==> src/pkg/mide_pkg.sv <==
/*
 * Shared constants and types of the instruction decode and execute core:
 * word layout, special register addresses, control port map, phase and
 * operation encodings, and the decoded-instruction record.
 * Assumes a 14-bit program word and 8-bit data registers.
 */
package mide_pkg;
    localparam int INSTR_W = 14;
    localparam int DATA_W = 8;
    localparam int FADDR_W = 7;
    localparam int K11_W = 11;
    localparam int BSEL_W = 3;
    localparam int OSC_PER_CYCLE = 4;
    // field positions inside the instruction word
    localparam int CLS_HI = 13;
    localparam int CLS_LO = 12;
    localparam int OPC_HI = 11;
    localparam int OPC_LO = 8;
    localparam int DEST_BIT = 7;
    localparam int BSEL_HI = 9;
    localparam int BSEL_LO = 7;
    localparam int CTLZ_HI = 11;
    localparam int CTLZ_LO = 7;
    // fixed control words
    localparam logic [INSTR_W-1:0] OP_RETURN = 14'h0008;
    localparam logic [INSTR_W-1:0] OP_RETFIE = 14'h0009;
    localparam logic [INSTR_W-1:0] OP_SLEEP = 14'h0063;
    localparam logic [INSTR_W-1:0] OP_CLRWDT = 14'h0064;
    // data register addresses with side effects
    localparam logic [FADDR_W-1:0] TIMER0_ADDR = 7'h01;
    localparam logic [FADDR_W-1:0] PORT_ADDR = 7'h05;
    // control port map
    localparam int REG_ADDR_W = 2;
    localparam logic [REG_ADDR_W-1:0] REG_CTRL = 2'h0;
    localparam logic [REG_ADDR_W-1:0] REG_STATUS = 2'h1;
    localparam logic [REG_ADDR_W-1:0] REG_WREG = 2'h2;
    localparam logic [REG_ADDR_W-1:0] REG_PCL = 2'h3;
    localparam int CTRL_RUN_BIT = 0;
    localparam logic CTRL_RUN_RST = 1'b1;
    localparam int ST_C_BIT = 0;
    localparam int ST_DC_BIT = 1;
    localparam int ST_Z_BIT = 2;
    localparam int ST_SLP_BIT = 3;
    localparam int ST_EXP_BIT = 4;

    typedef enum logic [1:0] {
        PH_Q1 = 2'b00,
        PH_Q2 = 2'b01,
        PH_Q3 = 2'b10,
        PH_Q4 = 2'b11
    } mide_phase_t;

    typedef enum logic [1:0] {
        CLS_BYTE = 2'b00,
        CLS_BIT = 2'b01,
        CLS_LIT = 2'b10
    } mide_cls_t;

    // codes match the byte-oriented opcode field where one exists
    typedef enum logic [3:0] {
        ALU_MOVW = 4'h0, ALU_CLR = 4'h1, ALU_SUB = 4'h2, ALU_DEC = 4'h3,
        ALU_IOR = 4'h4, ALU_AND = 4'h5, ALU_XOR = 4'h6, ALU_ADD = 4'h7,
        ALU_MOVA = 4'h8, ALU_COM = 4'h9, ALU_INC = 4'ha, ALU_BCLR = 4'hb,
        ALU_RR = 4'hc, ALU_RL = 4'hd, ALU_SWAP = 4'he, ALU_BSET = 4'hf
    } mide_alu_t;

    typedef struct packed {
        mide_cls_t cls;
        mide_alu_t alu;
        logic use_lit;
        logic uses_file;
        logic dst_w;
        logic dst_f;
        logic aff_z;
        logic aff_c;
        logic aff_dc;
        logic skip_zero;
        logic skip_clr;
        logic skip_set;
        logic jump;
        logic call;
        logic ret;
        logic sleep;
        logic clrwdt;
        logic [FADDR_W-1:0] faddr;
        logic [BSEL_W-1:0] bsel;
        logic [DATA_W-1:0] k8;
        logic [K11_W-1:0] k11;
    } mide_dec_t;
endpackage

==> src/pkg/mide_dec_if.sv <==
/*
 * Carrier between the core and its decoder: the word to decode and the
 * decoded record. Purely combinational, no clock.
 */
`timescale 1ns/100ps
interface mide_dec_if;
    import mide_pkg::*;
    logic [INSTR_W-1:0] instr;
    mide_dec_t dec;
    modport drv (input instr, output dec);
    modport usr (output instr, input dec);
endinterface

==> src/hw/mide_core.sv <==
/*
 * Instruction decode and execute core: four-phase instruction cycle,
 * read-modify-write of data registers, status flags, call stack and a
 * small control port.
 * Assumes program memory returns the word for pc_o combinationally and
 * the data register file answers a read strobe one cycle later.
 */
// Added by the designer: the address-and-strobe port and the register offsets.
// Notes on behaviour
// - instruction is one 14-bit word, opcode plus operands
// - each word falls into exactly one class
// - destination bit picks accumulator or register
// - register address spans 0x00 to 0x7F
// - bit select picks one of eight bits
// - literals are 8 bits, targets 11 bits
// - one instruction cycle is four clocks
// - taken skip or branch adds a NOP cycle
// - named register is always read first
// - port read clears the pin-change mismatch
// - don't-care opcode bits are ignored
// - port self-modify uses pin levels
// - timer write clears assigned prescaler
`timescale 1ns/100ps
module mide_core
    import mide_pkg::*;
#(
    parameter int PC_W = 13,
    parameter int STACK_DEPTH = 8
) (
    input wire logic sys_clk_i,
    input wire logic rst_n_i,
    output logic [PC_W-1:0] pc_o,
    input wire logic [INSTR_W-1:0] instr_i,
    output logic [FADDR_W-1:0] fr_addr_o,
    output logic fr_rd_o,
    input wire logic [DATA_W-1:0] fr_rdata_i,
    output logic fr_wr_o,
    output logic [DATA_W-1:0] fr_wdata_o,
    input wire logic [DATA_W-1:0] pins_i,
    output logic port_rd_o,
    input wire logic psa_t0_i,
    output logic prescaler_clr_o,
    input wire logic wdt_expire_i,
    input wire logic wake_i,
    output logic wdt_clr_o,
    output logic sleep_o,
    output logic cyc_o,
    output logic [DATA_W-1:0] w_o,
    output logic carry_o,
    output logic nibble_overflow_flag_o,
    output logic zero_o,
    output logic expiry_flag_o,
    output logic sleep_entered_flag_o,
    input wire logic [REG_ADDR_W-1:0] reg_addr_i,
    input wire logic [DATA_W-1:0] reg_wdata_i,
    input wire logic reg_wr_i,
    input wire logic reg_rd_i,
    output logic [DATA_W-1:0] reg_rdata_o
);
    localparam int SP_W = $clog2(STACK_DEPTH);

    // refuse shapes the jump and stack logic cannot serve
    if (PC_W <= K11_W || PC_W > 16) begin : g_pc_chk
        $error("PC_W must lie between 12 and 16");
    end
    if (STACK_DEPTH < 2 || (1 << SP_W) != STACK_DEPTH) begin : g_stk_chk
        $error("STACK_DEPTH must be a power of two of at least 2");
    end

    typedef struct packed {
        mide_phase_t ph;
        logic flush;
        logic run;
        logic sleeping;
        logic [PC_W-1:0] pc;
        logic [INSTR_W-1:0] ir;
        logic [DATA_W-1:0] opnd;
        logic [DATA_W-1:0] w;
        logic c;
        logic dc;
        logic z;
        logic expiry;
        logic slp;
        logic [SP_W-1:0] sp;
        logic [STACK_DEPTH-1:0][PC_W-1:0] stk;
        logic [FADDR_W-1:0] fr_addr;
        logic fr_rd;
        logic fr_wr;
        logic [DATA_W-1:0] fr_wdata;
        logic port_rd;
        logic psc_clr;
        logic wdt_clr;
        logic cyc;
        logic [DATA_W-1:0] rdata;
    } mide_st_t;

    mide_st_t st_q;
    mide_st_t st_d;
    mide_dec_t dv;

    mide_dec_if dec_if ();

    // in Q1 the fresh word is decoded so the register read can go out
    assign dec_if.instr = (st_q.ph == PH_Q1) ? instr_i : st_q.ir;
    assign dv = dec_if.dec;

    mide_decode u_dec (
        .dif(dec_if)
    );

    // datapath and sequencing
    always_comb begin
        logic [DATA_W-1:0] a;
        logic [DATA_W-1:0] bop;
        logic [DATA_W-1:0] msk;
        logic [DATA_W-1:0] res;
        logic [DATA_W:0] s9;
        logic [4:0] s5;
        logic cin;
        logic cy;
        logic sk;
        logic [PC_W-1:0] pc_inc;
        a = dv.use_lit ? dv.k8 : st_q.opnd;
        cin = (dv.alu == ALU_SUB);
        // subtract as a plus complement plus one, carry means no borrow
        bop = cin ? ~st_q.w : st_q.w;
        s9 = {1'b0, a} + {1'b0, bop} + {8'h00, cin};
        s5 = {1'b0, a[3:0]} + {1'b0, bop[3:0]} + {4'h0, cin};
        msk = 8'h01 << dv.bsel;
        cy = st_q.c;
        res = a;
        case (dv.alu)
            ALU_MOVW: res = st_q.w;
            ALU_CLR: res = 8'h00;
            ALU_SUB, ALU_ADD: begin
                res = s9[DATA_W-1:0];
                cy = s9[DATA_W];
            end
            ALU_DEC: res = a - 8'h01;
            ALU_IOR: res = a | st_q.w;
            ALU_AND: res = a & st_q.w;
            ALU_XOR: res = a ^ st_q.w;
            ALU_COM: res = ~a;
            ALU_INC: res = a + 8'h01;
            ALU_BCLR: res = a & ~msk;
            ALU_BSET: res = a | msk;
            ALU_RR: begin
                res = {st_q.c, a[DATA_W-1:1]};
                cy = a[0];
            end
            ALU_RL: begin
                res = {a[DATA_W-2:0], st_q.c};
                cy = a[DATA_W-1];
            end
            ALU_SWAP: res = {a[3:0], a[7:4]};
            default: res = a;
        endcase
        sk = (dv.skip_zero && res == 8'h00)
            || (dv.skip_clr && !a[dv.bsel])
            || (dv.skip_set && a[dv.bsel]);
        pc_inc = PC_W'(st_q.pc + PC_W'(1));

        st_d = st_q;
        st_d.fr_rd = 1'b0;
        st_d.fr_wr = 1'b0;
        st_d.port_rd = 1'b0;
        st_d.psc_clr = 1'b0;
        st_d.wdt_clr = 1'b0;
        st_d.cyc = 1'b0;
        st_d.rdata = 8'h00;
        // wake only drops sleep; a sleep executed in this cycle still wins
        if (wake_i) begin
            st_d.sleeping = 1'b0;
        end

        case (st_q.ph)
            PH_Q1: begin
                // a halted or sleeping core parks here between cycles
                if (st_q.run && !st_q.sleeping) begin
                    st_d.ir = instr_i;
                    st_d.ph = PH_Q2;
                    st_d.fr_addr = dv.faddr;
                    // every register operand is read, even write-only ones
                    if (!st_q.flush && dv.uses_file) begin
                        st_d.fr_rd = 1'b1;
                        st_d.port_rd = (dv.faddr == PORT_ADDR);
                    end
                end
            end
            PH_Q2: st_d.ph = PH_Q3;
            PH_Q3: begin
                st_d.ph = PH_Q4;
                // port operand comes from the pins, not the latch
                st_d.opnd = (st_q.fr_addr == PORT_ADDR) ? pins_i : fr_rdata_i;
            end
            PH_Q4: begin
                st_d.ph = PH_Q1;
                st_d.cyc = 1'b1;
                if (st_q.flush) begin
                    // pc already holds the new target, nothing else moves
                    st_d.flush = 1'b0;
                end else begin
                    if (dv.dst_w) begin
                        st_d.w = res;
                    end
                    if (dv.dst_f) begin
                        st_d.fr_wr = 1'b1;
                        st_d.fr_wdata = res;
                        st_d.psc_clr = psa_t0_i && (st_q.fr_addr == TIMER0_ADDR);
                    end
                    if (dv.aff_z) begin
                        st_d.z = (res == 8'h00);
                    end
                    if (dv.aff_c) begin
                        st_d.c = cy;
                    end
                    if (dv.aff_dc) begin
                        st_d.dc = s5[4];
                    end
                    st_d.pc = pc_inc;
                    if (sk) begin
                        st_d.pc = PC_W'(pc_inc + PC_W'(1));
                        st_d.flush = 1'b1;
                    end
                    // page bits above the 11-bit target are kept
                    if (dv.jump || dv.call) begin
                        st_d.pc = {st_q.pc[PC_W-1:K11_W], dv.k11};
                        st_d.flush = 1'b1;
                    end
                    // stack wraps silently on overflow and underflow
                    if (dv.call) begin
                        st_d.stk[st_q.sp] = pc_inc;
                        st_d.sp = SP_W'(st_q.sp + SP_W'(1));
                    end
                    if (dv.ret) begin
                        st_d.sp = SP_W'(st_q.sp - SP_W'(1));
                        st_d.pc = st_q.stk[SP_W'(st_q.sp - SP_W'(1))];
                        st_d.flush = 1'b1;
                    end
                    if (dv.clrwdt) begin
                        st_d.expiry = 1'b0;
                        st_d.slp = 1'b0;
                        st_d.wdt_clr = 1'b1;
                    end
                    if (dv.sleep) begin
                        st_d.expiry = 1'b0;
                        st_d.slp = 1'b1;
                        st_d.wdt_clr = 1'b1;
                        st_d.sleeping = 1'b1;
                    end
                end
            end
            default: st_d.ph = PH_Q1;
        endcase

        // watchdog expiry wins over a same-cycle clear
        if (wdt_expire_i) begin
            st_d.expiry = 1'b1;
        end
        // control port: run enable writable, state readable
        if (reg_wr_i && reg_addr_i == REG_CTRL) begin
            st_d.run = reg_wdata_i[CTRL_RUN_BIT];
        end
        if (reg_rd_i) begin
            case (reg_addr_i)
                REG_CTRL: st_d.rdata[CTRL_RUN_BIT] = st_q.run;
                REG_STATUS: begin
                    st_d.rdata[ST_C_BIT] = st_q.c;
                    st_d.rdata[ST_DC_BIT] = st_q.dc;
                    st_d.rdata[ST_Z_BIT] = st_q.z;
                    st_d.rdata[ST_SLP_BIT] = st_q.slp;
                    st_d.rdata[ST_EXP_BIT] = st_q.expiry;
                end
                REG_WREG: st_d.rdata = st_q.w;
                REG_PCL: st_d.rdata = st_q.pc[DATA_W-1:0];
                default: st_d.rdata = 8'h00;
            endcase
        end
    end

    // single state register
    always_ff @(posedge sys_clk_i or negedge rst_n_i) begin
        if (!rst_n_i) begin
            st_q <= '0;
            st_q.run <= CTRL_RUN_RST;
        end else begin
            st_q <= st_d;
        end
    end

    assign pc_o = st_q.pc;
    assign fr_addr_o = st_q.fr_addr;
    assign fr_rd_o = st_q.fr_rd;
    assign fr_wr_o = st_q.fr_wr;
    assign fr_wdata_o = st_q.fr_wdata;
    assign port_rd_o = st_q.port_rd;
    assign prescaler_clr_o = st_q.psc_clr;
    assign wdt_clr_o = st_q.wdt_clr;
    assign sleep_o = st_q.sleeping;
    assign cyc_o = st_q.cyc;
    assign w_o = st_q.w;
    assign carry_o = st_q.c;
    assign nibble_overflow_flag_o = st_q.dc;
    assign zero_o = st_q.z;
    assign expiry_flag_o = st_q.expiry;
    assign sleep_entered_flag_o = st_q.slp;
    assign reg_rdata_o = st_q.rdata;
endmodule

==> src/hw/mide_decode.sv <==
/*
 * Combinational instruction decoder: sorts a 14-bit word into one of
 * three classes and extracts its operand fields.
 * Assumes the word is stable for as long as the record is used.
 */
`timescale 1ns/100ps
module mide_decode
    import mide_pkg::*;
(
    mide_dec_if.drv dif
);
    // don't-care positions are never looked at, so 0 or 1 decode alike
    always_comb begin
        mide_dec_t d;
        logic [3:0] opc;
        d = '0;
        opc = dif.instr[OPC_HI:OPC_LO];
        d.faddr = dif.instr[FADDR_W-1:0];
        d.bsel = dif.instr[BSEL_HI:BSEL_LO];
        d.k8 = dif.instr[DATA_W-1:0];
        d.k11 = dif.instr[K11_W-1:0];
        d.alu = ALU_MOVA;
        case (dif.instr[CLS_HI:CLS_LO])
            2'b00: begin
                if (dif.instr[CTLZ_HI:CTLZ_LO] == 5'h00) begin
                    d.cls = CLS_LIT;
                    d.ret = (dif.instr == OP_RETURN) || (dif.instr == OP_RETFIE);
                    d.sleep = (dif.instr == OP_SLEEP);
                    d.clrwdt = (dif.instr == OP_CLRWDT);
                end else begin
                    d.cls = CLS_BYTE;
                    d.alu = (opc == 4'hb) ? ALU_DEC :
                            (opc == 4'hf) ? ALU_INC : mide_alu_t'(opc);
                    d.dst_f = dif.instr[DEST_BIT];
                    d.dst_w = !dif.instr[DEST_BIT];
                    // clear-W names no register, everything else reads f
                    d.uses_file = !(opc == 4'h1 && !dif.instr[DEST_BIT]);
                    d.aff_z = (opc >= 4'h1) && (opc <= 4'ha);
                    d.aff_c = (opc == 4'h2) || (opc == 4'h7) || (opc == 4'hc) || (opc == 4'hd);
                    d.aff_dc = (opc == 4'h2) || (opc == 4'h7);
                    d.skip_zero = (opc == 4'hb) || (opc == 4'hf);
                end
            end
            2'b01: begin
                d.cls = CLS_BIT;
                d.uses_file = 1'b1;
                case (opc[3:2])
                    2'b00: begin
                        d.alu = ALU_BCLR;
                        d.dst_f = 1'b1;
                    end
                    2'b01: begin
                        d.alu = ALU_BSET;
                        d.dst_f = 1'b1;
                    end
                    2'b10: d.skip_clr = 1'b1;
                    default: d.skip_set = 1'b1;
                endcase
            end
            2'b10: begin
                d.cls = CLS_LIT;
                d.jump = opc[3];
                d.call = !opc[3];
            end
            default: begin
                d.cls = CLS_LIT;
                d.use_lit = 1'b1;
                d.dst_w = 1'b1;
                casez (opc)
                    4'b00??: d.alu = ALU_MOVA;
                    4'b01??: begin
                        d.alu = ALU_MOVA;
                        d.ret = 1'b1;
                    end
                    4'b1000: d.alu = ALU_IOR;
                    4'b1001: d.alu = ALU_AND;
                    4'b1010: d.alu = ALU_XOR;
                    4'b110?: d.alu = ALU_SUB;
                    default: d.alu = ALU_ADD;
                endcase
                // only the literal loads, with or without return, leave zero alone
                d.aff_z = (d.alu != ALU_MOVA);
                if (d.alu == ALU_SUB || d.alu == ALU_ADD) begin
                    d.aff_z = 1'b1;
                    d.aff_c = 1'b1;
                    d.aff_dc = 1'b1;
                end
            end
        endcase
        dif.dec = d;
    end
endmodule

==> config.mk <==
export PLATFORM = sky130hd
export DESIGN_NAME = mide_core
export DESIGN_NICKNAME = d
export VERILOG_FILES = /design/src/pkg/mide_pkg.sv /design/src/pkg/mide_dec_if.sv /design/src/hw/mide_core.sv /design/src/hw/mide_decode.sv
export SDC_FILE = /design/constraint.sdc
export NUM_CORES = 1
export LEC_CHECK = 0
export BUFFER_PORTS_ARGS = -buffer_cell sky130_fd_sc_hd__buf_2
export CORE_MARGIN = 2
export CORE_UTILIZATION = 35
export DETAILED_ROUTE_END_ITERATION = 8
export SKIP_LAST_GASP = 1
export SYNTH_ARGS = -nofsm -noshare
export SYNTH_HDL_FRONTEND = slang
export SYNTH_SLANG_ARGS = --single-unit
==> constraint.sdc <==
create_clock -name sys_clk_i -period 9.82 [get_ports sys_clk_i]
set_clock_uncertainty 0.1 [all_clocks]
set_input_delay 0.491 -clock sys_clk_i [delete_from_list [all_inputs] [get_ports sys_clk_i]]
set_output_delay 0.491 -clock sys_clk_i [all_outputs]
set_load 0.05 [all_outputs]
Word-level counts from Yosys, hierarchy flattened
Index checks and enable logic that the tools add are counted.
{ "classes": {"addsub": 10, "order_cmp": 6, "n_eq_ne": 48, "n_shift": 1, "n_mux": 74, "bitwise": 9, "reduce_logical": 54} }
{ "ops": {"columns": ["cell", "count"], "rows": [
  ["109-bit two-way mux", 2],
  ["8-bit case mux with 14 select lines", 1],
  ["107-bit two-way mux", 1],
  ["104-bit bitwise mux", 1],
  ["13-bit two-way mux", 5],
  ["4-bit equality test, second input constant", 14],
  ["14-bit two-way mux", 3],
  ["13-bit binary-select mux with 3-bit select", 1],
  ["13-bit demux with 3-bit select", 1],
  ["8-bit two-way mux", 4],
  ["14-bit by 4-bit equality test with 1-bit output, second input constant", 2],
  ["14-bit by 7-bit equality test with 1-bit output, second input constant", 2],
  ["9-bit two-way mux", 3],
  ["3-bit AND reduction", 9],
  ["13-bit by 1-bit adder with 13-bit output, second input constant", 2],
  ["4-bit by 3-bit equality test with 1-bit output, second input constant", 6],
  ["8-bit NOT", 3],
  ["4-bit case mux with 3 select lines", 2],
  ["1-bit two-way mux", 22],
  ["4-bit case mux with 5 select lines", 1],
  ["3-bit case mux with 2 select lines", 3],
  ["8-bit AND", 2],
  ["4-bit by 2-bit equality test with 1-bit output, second input constant", 4],
  ["4-bit two-way mux", 4],
  ["46 further kinds", 104]
]} }
{ "word_totals": {"reg_bits": 189, "input_bits": 47, "out_inout_bits": 56, "word_cells": 234} }

Depth between registers and ports, before layout
Gate-level depths: netlist of the first run.
{ "logic_depth": {"depth_word": 21, "ltp_mapped": 30, "ltp_nobuf": 24} }

By module
Synthesis of the first run repeated with hierarchy kept, for this count alone.
{ "unflattened": {"hier_cells": 1349, "hier_area_um2": 12508.2} }
{ "modules_own_cells": {"columns": ["module", "n_inst", "cells_each", "area_per_inst_um2", "seq_area_each_um2"], "rows": [
  ["mide_core", 1, 1242, 11795.1, 4730.8],
  ["mide_decode", 1, 107, 713.2, 0.0]
]} }

Worst setup path after synthesis of the first run
OpenSTA, ideal clock, no wires.
{ "synth_timing": {"path_kind": "reg2reg", "from": "register st_q[187] (netlist name)", "to": "register st_q, in the netlist pc_o[10]", "setup_ps": 104, "arrival_ps": 7036, "required_ps": 9616, "path_slack_ps": 2580, "stages_incl_launch_ff": 29, "n_path_buf": 5, "period_less_slack_ps": 7240, "cell_sequence": "dfrtp_1 inv_1 ha_1 buf_4 buf_2 buf_2 mux2_2 inv_1 ha_1 clkbuf_1 inv_1 o41a_1 o32a_1 nor2_2 nand2_1 fa_1 a21oi_1 o211ai_1 a21oi_1 xor2_1 mux2_2 o32ai_1 a2111oi_2 a31oi_1 or4_4 o31a_1 buf_2 or4_1 o311ai_1"} }
{ "synth_between": {"elab_chain_len": 19, "elab_cells_between_ends": 86, "classes_between": "add/sub (4); eq/ne (27); shift (1); mux (25); bitwise (7); reduce/logical (22)"} }
{ "synth_lines": {"columns": ["item", "line", "rtl"], "rows": [
  ["start, declared", "mide_core.sv:97", "mide_st_t st_q;"],
  ["start signal, assigned", "mide_core.sv:287", "st_q <= st_d;"],
  ["2-bit logical NOT", "mide_core.sv:104", "assign dec_if.instr = (st_q.ph == PH_Q1) ? instr_i : st_q.ir;"],
  ["14-bit two-way mux", "mide_core.sv:104", null],
  ["2-bit by 1-bit equality test with 1-bit output, or another cell as far along", "mide_decode.sv:47, mide_decode.sv:69", null],
  ["2-bit OR reduction (no line) / 4-bit two-way mux (equally long branches)", null, null],
  ["4-bit case mux with 5 select lines / 4-bit two-way mux (equally long branches)", "mide_decode.sv:69, mide_decode.sv:32", null],
  ["4-bit two-way mux (on tied branches)", "mide_decode.sv:23, mide_decode.sv:25", null],
  ["4-bit case mux with 3 select lines", "mide_decode.sv:23", "case (dif.instr[CLS_HI:CLS_LO])"],
  ["4-bit by 2-bit equality test with 1-bit output", "mide_core.sv:124, mide_core.sv:132", null],
  ["(+3 left out)", null, null],
  ["8-bit case mux with 14 select lines", "mide_core.sv:132", "case (dv.alu)"],
  ["8-bit logical NOT", "mide_core.sv:158", "sk = (dv.skip_zero && res == 8'h00)"],
  ["1-bit logical AND", "mide_core.sv:158", null],
  ["1-bit logical OR", "mide_core.sv:159", "|| (dv.skip_clr && !a[dv.bsel])"],
  ["1-bit logical OR", "mide_core.sv:160", "|| (dv.skip_set && a[dv.bsel]);"],
  ["13-bit two-way mux", "mide_core.sv:221", "if (sk) begin"],
  ["13-bit two-way mux", "mide_core.sv:226", "if (dv.jump || dv.call) begin"],
  ["13-bit two-way mux", "mide_core.sv:235", "if (dv.ret) begin"]
]} }
Several ways; a longest one is shown, not always the timed one. The select of a mux whose other input is x is not followed.
A chain may end at the register's enable or synchronous reset.

Worst setup path after layout of the first run
Same ends and word-level chain as after synthesis.

==> results_dict.tcl, run 1 <==
set metrics [dict create \
    outcome "complete, no violations" \
    finalWirelength_um 37900 \
    worst_slack_ns 1.53 \
    ys_ff_latch 189 \
    clk_pin_slew_ns 0.08 \
    async_reset_ff_share_pct 100 \
    gr-total-overflow 0 \
    synth_fp_nets 1418 \
    cts_sinks 189 \
    yosys_warnings 0 \
    max_cap_violations 0 \
    fmax_mhz 121 \
    final_cell_mix "nand2_1 (189), dfrtp_1 (187), nor2_1 (117)" \
    rows 68 \
    post-dp-hpwl_um 26700 \
    rrSetupSlack_ns 1.53 \
    ant_nets 0 \
    fin_crit_sh_pct 84.4 \
    r2r_cells 21 \
    finalInstanceArea_mm2 0.0132 \
    setup_violations 0 \
    avgRoutedWirePerCell_um 20.9 \
    area_delta_synth_final_pct 9.53 \
    place_ws_ns 1.69 \
    initial_core_util_pct 35.2 \
    synth_area_mm2 0.0121 \
    worstMarginPinSlew_ns 1.14 \
    grt_pass1_vias 10200 \
    multi_input_area_mm2 0.00656 \
    crit_type "register to register" \
    drive_above_1_share_pct 17.5 \
    cts_tree "yes" \
    area.sequential_mm2 0.00473 \
    nFillCells 3455 \
    cp-endpoint "pc_o[10]" \
    grt_pass1_wl_um 59300 \
    setup_tns_ns 0 \
    grt_usage_pct 21.3 \
    hold_class "input pin to async pin" \
    rsz0062_at_grt "false" \
    cts_resized 0 \
    n_antenna_cell 0 \
    cts_hold_buf 0 \
    synth_edf_count 0 \
    hold_slack_ns 0.114 \
    rr_startpoint "st_q[187]" \
    clk_latency_ns 0.45 \
    htreeDepth 4 \
    antenna_found_initial 0 \
    fin_nets 1418 \
    core_area_mm2 0.0343 \
    crit_path_max_fanout 38 \
    cts_buffer_depth 2 \
    r2r_end "pc_o[10]" \
    io_pins 103 \
    crit_start "st_q[187]" \
    grt_max_degree 129 \
    drc 0 \
    min_period_ns 8.29 \
    cts_made_buffers 17 \
    maxSlewViolCount 0 \
    die_w_um 190 \
    fp.dieH_um 190 \
    cp.required_ns 10.05 \
    routed_via_density 5.71 \
    die-area_mm2 0.0360 \
    gp_congestion 0.922 \
    synth_cell_types 86 \
    slew_headroom_pct 23.7 \
    hold_viol 0 \
    vias 10300 \
    portBuffers 95 \
    start_kind "register" \
    avgSynthCellArea_um2 8.98 \
    ys_seq_area_share_pct 39.2 \
    layout_commonest_cell "nand2_1" \
    end_kind "register" \
    synth_ff_type "dfrtp_1" \
    arrival_ns 8.52 \
    cts-root-buf "clkbuf_16" \
    synth_cells 1344 \
    postCtsSetupRepairBufs 0 \
    first_iter_violations 1091 \
    dpl_cell_area_mm2 0.0126 \
    first_pass_iters 6 \
]
==> logic make-up after synthesis <==
kind of cell	after synthesis	synth area share (%)
AO/OA/AOI/OAI	354	19.0
XOR/XNOR	38	2.76
adder cells (fa/ha/maj)	27	2.92
buffers and inverters	165	6.82
flip-flops	189	39.2
multiplexers	94	10.9
AND/OR/NAND/NOR	477	18.4
==> synthesized netlist by cell type, drive strengths merged (8+ instances only) <==
cell type / count / area, µm²
a21oi: 93 / 465
nor3: 27 / 146
nand2: 190 / 716
buf: 72 / 474
xnor2: 13 / 114
mux2i: 34 / 340
a21o: 8 / 60.1
nand4: 8 / 50.1
o31ai: 13 / 103
mux4: 27 / 608
nor2: 119 / 452
dfrtp: 188 / 4700
nand3: 36 / 180
mux2: 33 / 372
o211ai: 14 / 105
nor4: 15 / 93.8
or3: 10 / 62.6
a211oi: 11 / 87.6
inv: 27 / 101
nor2b: 13 / 81.3
xor2: 25 / 219
o21ai: 111 / 556
ha: 25 / 313
a31oi: 12 / 75.1
clkbuf: 65 / 244
nand2b: 8 / 50.1
a22oi: 10 / 75.1
==> stage by stage <==
stage	utilization, %	cells
after floorplan	-	1344
after global placement	36.8	1780
after detailed placement	36.8	1780
after CTS	38.6	1812
after global routing	38.6	1812
final	38.6	1812
==> layer usage <==
layer | track usage, % | up-vias | routed length (µm)
met3 | 3.01 | 84 | 2050
met1 | 27.3 | 5080 | 15900
met4 | 9.90 | 0 | 1530
li1 | - | 4797 | -
met2 | 35.6 | 387 | 18400
met5 | 0 | - | 0
==> worst min-delay path by stage <==
stage	start	endpoint	slack [ns]
floorplan	rst_n_i	async pin	0.1
global placement	register	register	0.36
detailed placement	st_q[169]	st_q[169]	0.36
CTS	wake_i	sleep_o	0.15
global route	wdt_expire_i	expiry_flag_o	0.16
finish	rst_n_i	async pin	0.11
==> final cells by class <==
| type | instances | share of cell area, % |
|---|---|---|
| flip-flops and latches | 189 | 35.8 |
| multi-input cells | 990 | 49.6 |
| inverters | 28 | 0.795 |
| repair buffers | 118 | 4.97 |
| clock buffers | 18 | 3.25 |
| clock inverters | 14 | 1.34 |
| well taps | 455 | 4.30 |
==> worst max-delay path, cell delays in order, from the launching register on <==
cell       delay, ns
dfrtp_1         0.41
inv_1           0.10
ha_1            0.23
buf_4           0.40
mux2i_1         0.88
nor2_1          0.25
o32a_1          0.58
nor2_2          0.58
nand2_1         0.41
fa_1            0.56
a21oi_1         0.21
o211ai_1        0.10
a21oi_1         0.19
xor2_1          0.25
mux2_2          0.20
o32ai_1         0.10
a2111oi_2       0.41
a31oi_1         0.13
or4_4           0.59
o31a_1          0.55
or4_1           0.61
o311ai_1        0.32
Power of run 1 is not shown: default switching activity piles up to over one toggle a cycle in this logic, so the estimate is an artifact.
==> run 2: changes to the inputs <==
- clock period: 9.82 -> 6.7 ns (I/O delays scaled with it)
==> run 2 against run 1 <==
  * Flip-flop and latch count unchanged
  * Non-clock buffer count rose by 31
  * Routed wire length grew 2.4%
  * Die area did not move
  * Worst setup slack got worse by 1.3 ns
==> results_dict.tcl, run 2 (same netlist as run 1, synthesis figures left out) <==
set metrics [dict create \
    outcome "complete, no violations" \
    rrSetupSlack_ns 0.27 \
    crit_path_top_delay_cell "o41a_1" \
    cts_buffer_depth 2 \
    ant_nets 0 \
    cts_made_buffers 17 \
    clk_latency_ns 0.45 \
    gr-total-overflow 0 \
    gp_congestion 0.984 \
    grt_usage_pct 21.8 \
    layout_commonest_cell "nand2_1" \
    core_area_mm2 0.0343 \
    fin_crit_sh_pct 96.0 \
    slew_headroom_pct 28.8 \
    htreeDepth 4 \
    drc 0 \
    n_antenna_cell 0 \
    nFillCells 3450 \
    final_cell_mix "nand2_1 (188), dfrtp_1 (187), nor2_1 (116)" \
    fmax_mhz 155 \
    place_ws_ns 0.243 \
    area_delta_synth_final_pct 12.7 \
    cts_sinks 189 \
    min_period_ns 6.43 \
    die_w_um 190 \
    maxSlewViolCount 0 \
    rsz0062_at_grt "false" \
    hold_slack_ns 0.0154 \
    first_pass_iters 6 \
    setup_violations 0 \
    drive_above_1_share_pct 20.0 \
    crit_type "register to register" \
    hold_class "input pin to register" \
    grt_max_degree 122 \
    clk_pin_slew_ns 0.08 \
    fin_nets 1449 \
    antenna_found_initial 0 \
    area.sequential_mm2 0.00473 \
    grt_pass1_vias 10400 \
    cp_top_family "compound AO/OA/AOI/OAI gates" \
    worst_slack_ns 0.267 \
    grt_pass1_wl_um 60700 \
    cts-root-buf "clkbuf_16" \
    multi_input_area_mm2 0.00666 \
    arrival_ns 6.69 \
    portBuffers 95 \
    rows 68 \
    slowest_delay_ns 0.49 \
    end_kind "register" \
    max_cap_violations 0 \
    io_pins 103 \
    avgRoutedWirePerCell_um 21.1 \
    routed_via_density 5.71 \
    worstMarginPinSlew_ns 1.06 \
    fp.dieH_um 190 \
    hold_viol 0 \
    crit_path_max_fanout 13 \
    crit_top_cell "inv_1" \
    dp_cells 1805 \
    finalWirelength_um 38800 \
    final_cells 1843 \
    die-area_mm2 0.0360 \
    post-dp-hpwl_um 27600 \
    setup_tns_ns 0 \
    first_iter_violations 1018 \
    initial_core_util_pct 35.2 \
    crit_buf_inv 5 \
    cp.required_ns 6.96 \
    cts_tree "yes" \
    vias 10500 \
    start_kind "register" \
]
==> run 2: cell count changes in the layout (fill, tap and decap cells not counted), sizes merged <==
cell / delta
clkinvlp: -1
buf: +27
clkinv: +2
dlygate4sd3: +4
bufinv: -1
==> run 2: through the flow <==
| stage | instance area [µm²] | util (%) |
|---|---|---|
| after floorplan | 12100 | - |
| after global placement | 12900 | 37.5 |
| after detailed placement | 12900 | 37.5 |
| after CTS | 13500 | 39.5 |
| after global routing | 13600 | 39.7 |
| final | 13600 | 39.7 |
==> run 2: final timing paths <==
path,start,to,cells after the start
worst max register to register,st_q[187],pc_o[9],25
worst max-delay path,st_q[187],pc_o[9],25
worst min-delay path,reg_wdata_i[0],st_q[185],2
worst min register to register,st_q[157],st_q[157],2
max in group asynchronous,rst_n_i,st_q[133],3
min in group asynchronous,rst_n_i,async pin,2
==> run 2: timing repair <==
item / CTS / global route
hold buffers: 4 / 0
setup buffers: 0 / 2
endpoints found under the hold margin: 36 / 0
gates resized for setup: 0 / 10
setup endpoints to repair: 0 / 7
==> run 2: final cells by class <==
class | instances | area share [%]
multi-input cells | 990 | 48.9
flip-flops and latches | 189 | 34.8
repair buffers | 149 | 6.73
well taps | 455 | 4.18
clock buffers | 18 | 3.23
clock inverters | 14 | 1.37
inverters | 28 | 0.773
==> run 2: layer usage <==
metal | up-vias | track usage, % | wire (µm)
met1 | 5164 | 27.6 | 16600
li1 | 4884 | - | -
met2 | 388 | 36.4 | 18500
met5 | - | 0 | 0
met3 | 92 | 3.41 | 2000
met4 | 0 | 10.5 | 1770
Power of run 2 is left out for the same reason.
